$ cat config.mk
export PLATFORM = sky130hd
export DESIGN_NAME = apm_ctrl
export DESIGN_NICKNAME = d
export VERILOG_FILES = /design/src/apm_pkg.sv /design/src/apm_ctrl.sv
export SDC_FILE = /design/constraint.sdc
export NUM_CORES = 1
export LEC_CHECK = 0
export BUFFER_PORTS_ARGS = -buffer_cell sky130_fd_sc_hd__buf_2
export CORE_AREA = 2 2 138 140
export DETAILED_ROUTE_END_ITERATION = 6
export DIE_AREA = 0 0 140 142
export GPL_TIMING_DRIVEN = 1
export PLACE_DENSITY = 0.75
export SKIP_CTS_REPAIR_TIMING = 1
export SLEW_MARGIN = 25
export SYNTH_ARGS = -nofsm -noshare
export SYNTH_HDL_FRONTEND = slang
export SYNTH_SLANG_ARGS = --single-unit
$ cat constraint.sdc
create_clock -name core_clk -period 11.81 [get_ports core_clk]
set_clock_uncertainty 0.2 [all_clocks]
set_input_delay 0 -clock core_clk [delete_from_list [all_inputs] [get_ports core_clk]]
set_output_delay 0 -clock core_clk [all_outputs]
set_load 0.03 [all_outputs]
$ cat src/apm_pkg.sv
// Timing constants and states for the page-mode memory controller
package apm_pkg;
  localparam int unsigned CLK_PERIOD_NS = 100;
  localparam int unsigned T_PGSL_NS     = 10;
  localparam int unsigned T_PGSH_NS     = 10;
  localparam int unsigned T_EP_NS       = 45;
  localparam int unsigned T_AA_NS       = 45;
  localparam int unsigned T_AAP_NS      = 15;
  localparam int unsigned T_PWC_NS      = 15;
  localparam int unsigned T_EH_NS       = 10;
  localparam int unsigned T_WP_NS       = 25;
  // Least times round up, never below one cycle
  function automatic int unsigned cyc(input int unsigned ns);
    int unsigned c;
    c = (ns + CLK_PERIOD_NS - 1) / CLK_PERIOD_NS;
    return (c < 1) ? 1 : c;
  endfunction
  localparam int unsigned PGS_CYC  = cyc(T_PGSL_NS > T_PGSH_NS ?
                                         T_PGSL_NS : T_PGSH_NS);
  localparam int unsigned AA_CYC   = cyc(T_AA_NS > T_EP_NS ?
                                         T_AA_NS : T_EP_NS);
  localparam int unsigned AAP_CYC  = cyc(T_AAP_NS);
  localparam int unsigned WP_CYC   = cyc(T_WP_NS > T_PWC_NS ?
                                         T_WP_NS : T_PWC_NS);
  localparam int unsigned EH_CYC   = cyc(T_EH_NS);
  localparam int unsigned CNT_W    = 4;
  typedef enum logic [5:0] {
    APM_IDLE  = 6'h01,
    APM_MODE  = 6'h02,
    APM_RD    = 6'h04,
    APM_WR_LO = 6'h08,
    APM_WR_HI = 6'h10,
    APM_EHI   = 6'h20
  } apm_state_t;
endpackage

$ cat src/apm_ctrl.sv
// Host controller for an asynchronous page-mode persistent memory
// Function
// - Page select low, chip select high, before access
// - Page select high settles before next select
// - Page read starts like single-word read
// - First page write pulse long enough
// - Further pulses, select low, write adjacent words
// - Hold select low until write completes
// - Select low at least minimum per access
// - Write strobe stays high during reads
// - Address valid before select falls
`timescale 1ns/1ps
`default_nettype none
module apm_ctrl #(
  parameter int unsigned AW = 26,
  parameter int unsigned DW = 32
) (
  input  wire logic          core_clk,
  input  wire logic          rst,
  input  wire logic          req_valid,
  input  wire logic          req_write,
  input  wire logic          req_page,
  input  wire logic [AW-1:0] req_addr,
  input  wire logic [DW-1:0] req_wdata,
  input  wire logic          req_last,
  output logic               req_ready,
  output logic               rsp_valid,
  output logic [DW-1:0]      rsp_rdata,
  output logic [AW-1:0]      mem_addr,
  output logic               bank_one_select_n,
  output logic               mem_oe_n,
  output logic               mem_we_n,
  output logic               page_mode_select_n,
  input  wire logic [DW-1:0] mem_dq_i,
  output logic [DW-1:0]      mem_dq_o,
  output logic               mem_dq_oe
);
  apm_pkg::apm_state_t state_r;
  logic [apm_pkg::CNT_W-1:0] cnt_r;
  logic [DW-1:0]             dq_s1_r;
  logic [DW-1:0]             dq_s2_r;
  logic [DW-1:0]             dq_s3_r;
  logic                      page_r;
  logic                      wr_r;
  logic                      last_r;
  logic                      open_r;
  logic [AW-3:0]             page_addr_r;

  function automatic logic [apm_pkg::CNT_W-1:0] cw(input int unsigned v);
    return v[apm_pkg::CNT_W-1:0];
  endfunction

  // Counter runs down on its own; states only load it
  wire cnt_done = (cnt_r == '0);
  // Page opened by a read is reused by reads of that page in page mode
  wire in_page  = open_r && page_r && !wr_r &&
                  (req_addr[AW-1:2] == page_addr_r);

  // Data pin input synchroniser; read only once stages two and three agree
  always_ff @(posedge core_clk or posedge rst) begin
    if (rst) begin
      dq_s1_r <= '0;
      dq_s2_r <= '0;
      dq_s3_r <= '0;
    end else begin
      dq_s1_r <= mem_dq_i;
      dq_s2_r <= dq_s1_r;
      dq_s3_r <= dq_s2_r;
    end
  end

  // Pins and handshake; one access in flight, nothing queued
  always_ff @(posedge core_clk or posedge rst) begin
    if (rst) begin
      state_r            <= apm_pkg::APM_IDLE;
      cnt_r              <= '0;
      req_ready          <= 1'b0;
      rsp_valid          <= 1'b0;
      rsp_rdata          <= '0;
      mem_addr           <= '0;
      bank_one_select_n  <= 1'b1;
      mem_oe_n           <= 1'b1;
      mem_we_n           <= 1'b1;
      page_mode_select_n <= 1'b1;
      mem_dq_o           <= '0;
      mem_dq_oe          <= 1'b0;
      page_r             <= 1'b0;
      wr_r               <= 1'b0;
      last_r             <= 1'b0;
      open_r             <= 1'b0;
      page_addr_r        <= '0;
    end else begin
      rsp_valid <= 1'b0;
      req_ready <= 1'b0;
      if (!cnt_done) cnt_r <= cnt_r - cw(1);

      unique case (state_r)
        apm_pkg::APM_IDLE: begin
          if (req_valid && !req_ready) begin
            req_ready <= 1'b1;
            page_r    <= req_page;
            wr_r      <= req_write;
            last_r    <= req_last;
            mem_dq_o  <= req_wdata;
            // Address goes out here; chip select is still high unless a page is open
            mem_addr  <= req_addr;
            if (in_page && (req_page == page_r) && !req_write) begin
              cnt_r   <= cw(apm_pkg::AAP_CYC + 2);
              state_r <= apm_pkg::APM_RD;
            end else if (open_r) begin
              // Close the access before a mode or page change
              bank_one_select_n <= 1'b1;
              mem_oe_n          <= 1'b1;
              mem_dq_oe         <= 1'b0;
              open_r            <= 1'b0;
              cnt_r             <= cw(apm_pkg::EH_CYC);
              state_r           <= apm_pkg::APM_EHI;
            end else begin
              // Page select level alone sets mode, chip select high
              page_mode_select_n <= ~req_page;
              cnt_r              <= cw(apm_pkg::PGS_CYC);
              state_r            <= apm_pkg::APM_MODE;
            end
          end
        end
        apm_pkg::APM_EHI: begin
          // Chip select high time passes before the mode pin moves
          if (cnt_done) begin
            page_mode_select_n <= ~page_r;
            cnt_r              <= cw(apm_pkg::PGS_CYC);
            state_r            <= apm_pkg::APM_MODE;
          end
        end
        apm_pkg::APM_MODE: begin
          if (cnt_done) begin
            bank_one_select_n <= 1'b0;
            page_addr_r       <= mem_addr[AW-1:2];
            open_r            <= page_r;
            if (wr_r) begin
              // Data is driven from the strobe's falling edge on
              mem_we_n  <= 1'b0;
              mem_dq_oe <= 1'b1;
              cnt_r     <= cw(apm_pkg::WP_CYC);
              state_r   <= apm_pkg::APM_WR_LO;
            end else begin
              mem_we_n <= 1'b1;
              mem_oe_n <= 1'b0;
              // Extra cycles cover the three-stage data synchroniser
              cnt_r    <= cw(apm_pkg::AA_CYC + 2);
              state_r  <= apm_pkg::APM_RD;
            end
          end
        end
        apm_pkg::APM_RD: begin
          if (cnt_done && dq_s2_r == dq_s3_r) begin
            rsp_valid <= 1'b1;
            rsp_rdata <= dq_s3_r;
            // Single word or last of page: end the access
            if (!page_r || last_r) begin
              bank_one_select_n <= 1'b1;
              mem_oe_n          <= 1'b1;
              open_r            <= 1'b0;
            end
            state_r <= apm_pkg::APM_IDLE;
          end
        end
        apm_pkg::APM_WR_LO: begin
          // Strobe rise commits the word, chip select still low
          if (cnt_done) begin
            mem_we_n <= 1'b1;
            cnt_r    <= cw(1);
            state_r  <= apm_pkg::APM_WR_HI;
          end
        end
        apm_pkg::APM_WR_HI: begin
          // Chip select only rises after the strobe has risen
          if (cnt_done) begin
            mem_dq_oe <= 1'b0;
            rsp_valid <= 1'b1;
            state_r   <= apm_pkg::APM_IDLE;
            // Page stays open for the next word unless marked last
            if (page_r && !last_r && !req_valid) begin
              open_r <= 1'b1;
            end else if (page_r && !last_r) begin
              open_r <= 1'b1;
            end else begin
              bank_one_select_n <= 1'b1;
              open_r            <= 1'b0;
            end
          end
        end
        default: state_r <= apm_pkg::APM_IDLE;
      endcase

      // Page write: next adjacent word without raising chip select
      if (state_r == apm_pkg::APM_IDLE && req_valid && !req_ready &&
          open_r && wr_r && page_r && req_write && req_page &&
          req_addr[AW-1:2] == page_addr_r) begin
        mem_addr  <= req_addr;
        mem_dq_o  <= req_wdata;
        mem_dq_oe <= 1'b1;
        mem_we_n  <= 1'b0;
        bank_one_select_n <= 1'b0;
        mem_oe_n  <= 1'b1;
        last_r    <= req_last;
        // Page stays open; overrides the close chosen in idle
        open_r    <= 1'b1;
        wr_r      <= 1'b1;
        cnt_r     <= cw(apm_pkg::WP_CYC);
        state_r   <= apm_pkg::APM_WR_LO;
      end
    end
  end
endmodule // apm_ctrl
`default_nettype wire

==> flow_results.xml <==
<?xml version="1.0" encoding="UTF-8"?>
<metrics>
  <group name="place">
    <metric name="gp_congestion" unit="">0.840</metric>
    <metric name="port_buffers" unit="">192</metric>
    <metric name="hpwlAfterDp" unit="µm">11800</metric>
    <metric name="placedInstanceArea" unit="µm²">9680</metric>
  </group>
  <group name="clocking">
    <metric name="tritoncts" unit="">built</metric>
    <metric name="tritoncts.num_buffers" unit="">25</metric>
    <metric name="clkLatencyLatePin" unit="ps">530</metric>
    <metric name="number_of_clock_sinks" unit="">231</metric>
    <metric name="max-clock-path-buffers" unit="">3</metric>
    <metric name="cts_max_level" unit="">1</metric>
    <metric name="clkTransAtPathRegs" unit="ps">60</metric>
    <metric name="clock-root-buffer" unit="">clkbuf_16</metric>
  </group>
  <group name="timing">
    <metric name="fmax" unit="GHz">0.331</metric>
    <metric name="slew_violations" unit="">0</metric>
    <metric name="hold_viol" unit="">4</metric>
    <metric name="post-route-min-period" unit="ps">3020</metric>
    <metric name="rsz0062_at_grt" unit="">no</metric>
    <metric name="maxSlewHeadroom" unit="">0.488</metric>
    <metric name="setup_tns" unit="ps">0</metric>
    <metric name="whs" unit="ps">-6.53</metric>
    <metric name="timing_worst_slew_pin_value" unit="ps">767</metric>
    <metric name="layout_worst_path_cycle_share" unit="">0.256</metric>
    <metric name="setup_viol_count_final" unit="">0</metric>
  </group>
  <group name="synth">
    <metric name="ys_async_sr_fraction" unit="">1.00</metric>
    <metric name="gate_count_of_the_mapped_netlist" unit="">669</metric>
    <metric name="syn_nets" unit="">767</metric>
    <metric name="synth.yosys.seq_area_share" unit="">0.683</metric>
    <metric name="count_of_different_cell_masters_after_synthesis" unit="">52</metric>
    <metric name="top_reg_cell_synth" unit="">dfrtp_1</metric>
    <metric name="avgSynthCellArea" unit="µm²">12.7</metric>
    <metric name="synthesis.yosys.warnings" unit="">0</metric>
    <metric name="synth_seq_cells" unit="">231</metric>
    <metric name="mappedNetlistArea" unit="µm²">8480</metric>
    <metric name="synth-edff-count" unit="">0</metric>
  </group>
  <group name="critical_path">
    <metric name="critPathBufInv" unit="">2</metric>
    <metric name="worst-r2r-cell-count" unit="">9</metric>
    <metric name="critical_path_arrival" unit="ps">3210</metric>
    <metric name="critical_path.startpoint_type" unit="">flip-flop</metric>
    <metric name="cp_slowest_stage_delay" unit="ps">450</metric>
    <metric name="crit_path_max_fanout" unit="">31</metric>
    <metric name="worst_setup_path_end_kind" unit="">flip-flop</metric>
    <metric name="timing.rr.end" unit="">rsp_rdata[4]$_DFFE_PP0P_</metric>
    <metric name="cp_top_family" unit="">simple AND/OR/NAND/NOR gates</metric>
    <metric name="cpMaxStageDelayCell" unit="">nor3b_4</metric>
    <metric name="reg2reg_from" unit="">cnt_r[1]$_DFF_PP0_</metric>
    <metric name="worstPathRequired" unit="ps">12000</metric>
    <metric name="critical_path_class" unit="">reg2reg</metric>
    <metric name="timing.reg2reg.setup_slack" unit="ps">8790</metric>
    <metric name="crit_path_cell_trace" unit="">inv_1 -&gt; ha_1 -&gt; nor3b_4 -&gt; nand4_1 -&gt; nor4b_1 -&gt; nand3_1 -&gt; nor3_4 -&gt; buf_4 -&gt; mux2_2</metric>
  </group>
  <group name="routing">
    <metric name="routed_wirelength" unit="µm">20700</metric>
    <metric name="detail_route.iter0.violations" unit="">327</metric>
    <metric name="via_count" unit="">6159</metric>
    <metric name="drc_errors" unit="">14</metric>
    <metric name="routed_via_density" unit="">4.90</metric>
    <metric name="drt_pre_antenna_iters" unit="">7</metric>
    <metric name="wl_per_cell" unit="µm">16.4</metric>
    <metric name="post_drt_antenna_nets" unit="">0</metric>
  </group>
  <group name="floorplanning">
    <metric name="io-pin-count" unit="">193</metric>
    <metric name="die_h" unit="µm">142</metric>
    <metric name="floorplan.die.width" unit="µm">140</metric>
    <metric name="initial_utilization" unit="">0.459</metric>
    <metric name="fp.dieArea" unit="µm²">19900</metric>
    <metric name="core_area" unit="µm²">18500</metric>
    <metric name="row_count" unit="">50</metric>
  </group>
  <group name="grt">
    <metric name="grt_max_degree" unit="">154</metric>
    <metric name="grt_pass1_vias" unit="">5547</metric>
    <metric name="grt_antenna_before_repair" unit="">0</metric>
    <metric name="grtUsageTotal" unit="">0.177</metric>
    <metric name="grt_first_pass_wirelength" unit="µm">28500</metric>
    <metric name="gr-total-overflow" unit="">0</metric>
  </group>
  <group name="job">
    <metric name="drv.max_cap_violation_count" unit="">0</metric>
  </group>
  <group name="power_and_ir_drop">
    <metric name="maximum_vdd_drop" unit="µV">159</metric>
    <metric name="totalPowerFinal" unit="mW">2.69</metric>
    <metric name="p_leak" unit="nW">6.00</metric>
    <metric name="power_per_cell_area" unit="nW/µm²">227</metric>
  </group>
  <group name="cells_and_area">
    <metric name="final_layout_size_suffix_gt1_frac" unit="">0.304</metric>
    <metric name="finish.net_count" unit="">1100</metric>
    <metric name="areaGrowthSynthToFinish" unit="%">39.3</metric>
    <metric name="final_design_area_excluding_fillers" unit="µm²">11800</metric>
    <metric name="multi_input_area" unit="µm²">2580</metric>
    <metric name="fillers" unit="">1317</metric>
    <metric name="register_area" unit="µm²">5790</metric>
    <metric name="mostFrequentLayoutCell" unit="">dfrtp_1</metric>
    <metric name="commonest_cells_after_routing_fill_and_taps_aside" unit="">dfrtp_1, nand2_1, buf_2, dlygate4sd3_1, mux2_2</metric>
  </group>
  <group name="worst_hold_path">
    <metric name="hp-class" unit="">in2async</metric>
  </group>
  <group name="status">
    <metric name="failed_checks" unit="">DRC, hold timing</metric>
    <metric name="outcome" unit="">complete, but fails checks</metric>
  </group>
</metrics>
==> metrics by stage <==
step / util / cells / setup WS [ps] / hold WS (ps)
global route: 0.640 / 1254 / 8520 / -1.67
global placement: 0.524 / 1078 / 8860 / -92.6
detailed placement: 0.524 / 1078 / 8730 / -90.7
CTS: 0.568 / 1123 / 8750 / -642
finish: 0.640 / 1256 / 8790 / -6.53
floorplan: - / 669 / 5290 / -169
==> power by group <==
| group | total (mW) | switching, mW | internal (mW) |
|---|---|---|---|
| clock network | 0.755 | 0.314 | 0.441 |
| logic | 0.844 | 0.551 | 0.293 |
| registers | 1.09 | 0.119 | 0.968 |
==> tightest hold or removal path: stages <==
cell and delay (ps):
dlygate4sd3_1 550, buf_2 160, clkinv_8 510
==> Yosys cell counts, drive strengths merged, types with 5 or more instances <==
library cell  number  area [µm²]
xor2              25         219
xnor2             34         298
o21ai              5        25.0
clkbuf             9        33.8
a21oi              6        30.0
nor3               6        41.3
mux2              57         642
nor2              13        48.8
nand4             10        62.6
dfrtp            226        5660
nand3b             5        37.5
buf               11        55.1
nor4              10        62.6
inv                6        22.5
dfstp              5         131
nand2            196         738
nand3              5        30.0
==> cells by family (layout without fill, tap and decap cells) <==
| group | after synthesis | in the layout | share of synthesized area |
|---|---|---|---|
| AOI/OAI and AO/OA | 29 | 29 | 0.0224 |
| xor gates and xnor gates | 59 | 59 | 0.0610 |
| adders and majority gates | 2 | 2 | 0.00295 |
| buffers and inverters | 26 | 377 | 0.0131 |
| DFF | 231 | 231 | 0.683 |
| muxes | 58 | 58 | 0.0769 |
| other | 0 | 2 | 0 |
| and+or+nand+nor | 264 | 264 | 0.141 |
==> sequential cells by signal, summed over array words and instances (netlist names), 4 cells and up <==
register	flops
dq_s1_r	32
cnt_r	4
page_addr_r	24
mem_dq_o	32
dq_s2_r	32
mem_addr	26
dq_s3_r	32
rsp_rdata	32
state_r	6
==> metal layers <==
metal | vias to the layer above | wire [µm] | track usage | share of wire
met3 | 40 | 1090 | 0.0380 | 0.053
met5 | - | 0 | 0 | 0
met1 | 3026 | 8200 | 0.235 | 0.40
met4 | 0 | 580 | 0.0558 | 0.028
li1 | 2882 | - | - | -
met2 | 211 | 10800 | 0.297 | 0.52
==> area by class of cell <==
cell class / instances / area share
Antenna cell: 2 / 0.000424
Timing Repair Buffer: 326 / 0.195
Multi-Input combinational cell: 412 / 0.219
Tap cell: 234 / 0.0248
Inverter: 6 / 0.00318
Clock buffer: 34 / 0.0592
Clock inverter: 11 / 0.00911
Sequential cell: 231 / 0.490
==> worst max-delay path by stage <==
stage / startpoint / endpoint / cells after the start
4_1_cts: state_r[2]$_DFFE_PP0P_ / page_addr_r[21]$_DFFE_PP0P_ / 4
3_3_place_gp: state_r[2]$_DFFE_PP0P_ / page_addr_r[4]$_DFFE_PP0P_ / 4
2_1_floorplan: rst / cnt_r[0]$_DFF_PP0_ / 1
5_1_grt: cnt_r[1]$_DFF_PP0_ / rsp_rdata[29]$_DFFE_PP0P_ / 9
3_5_place_dp: state_r[2]$_DFFE_PP0P_ / page_addr_r[9]$_DFFE_PP0P_ / 4
6_report: cnt_r[1]$_DFF_PP0_ / rsp_rdata[4]$_DFFE_PP0P_ / 9
(Power assumes the default switching activity.)
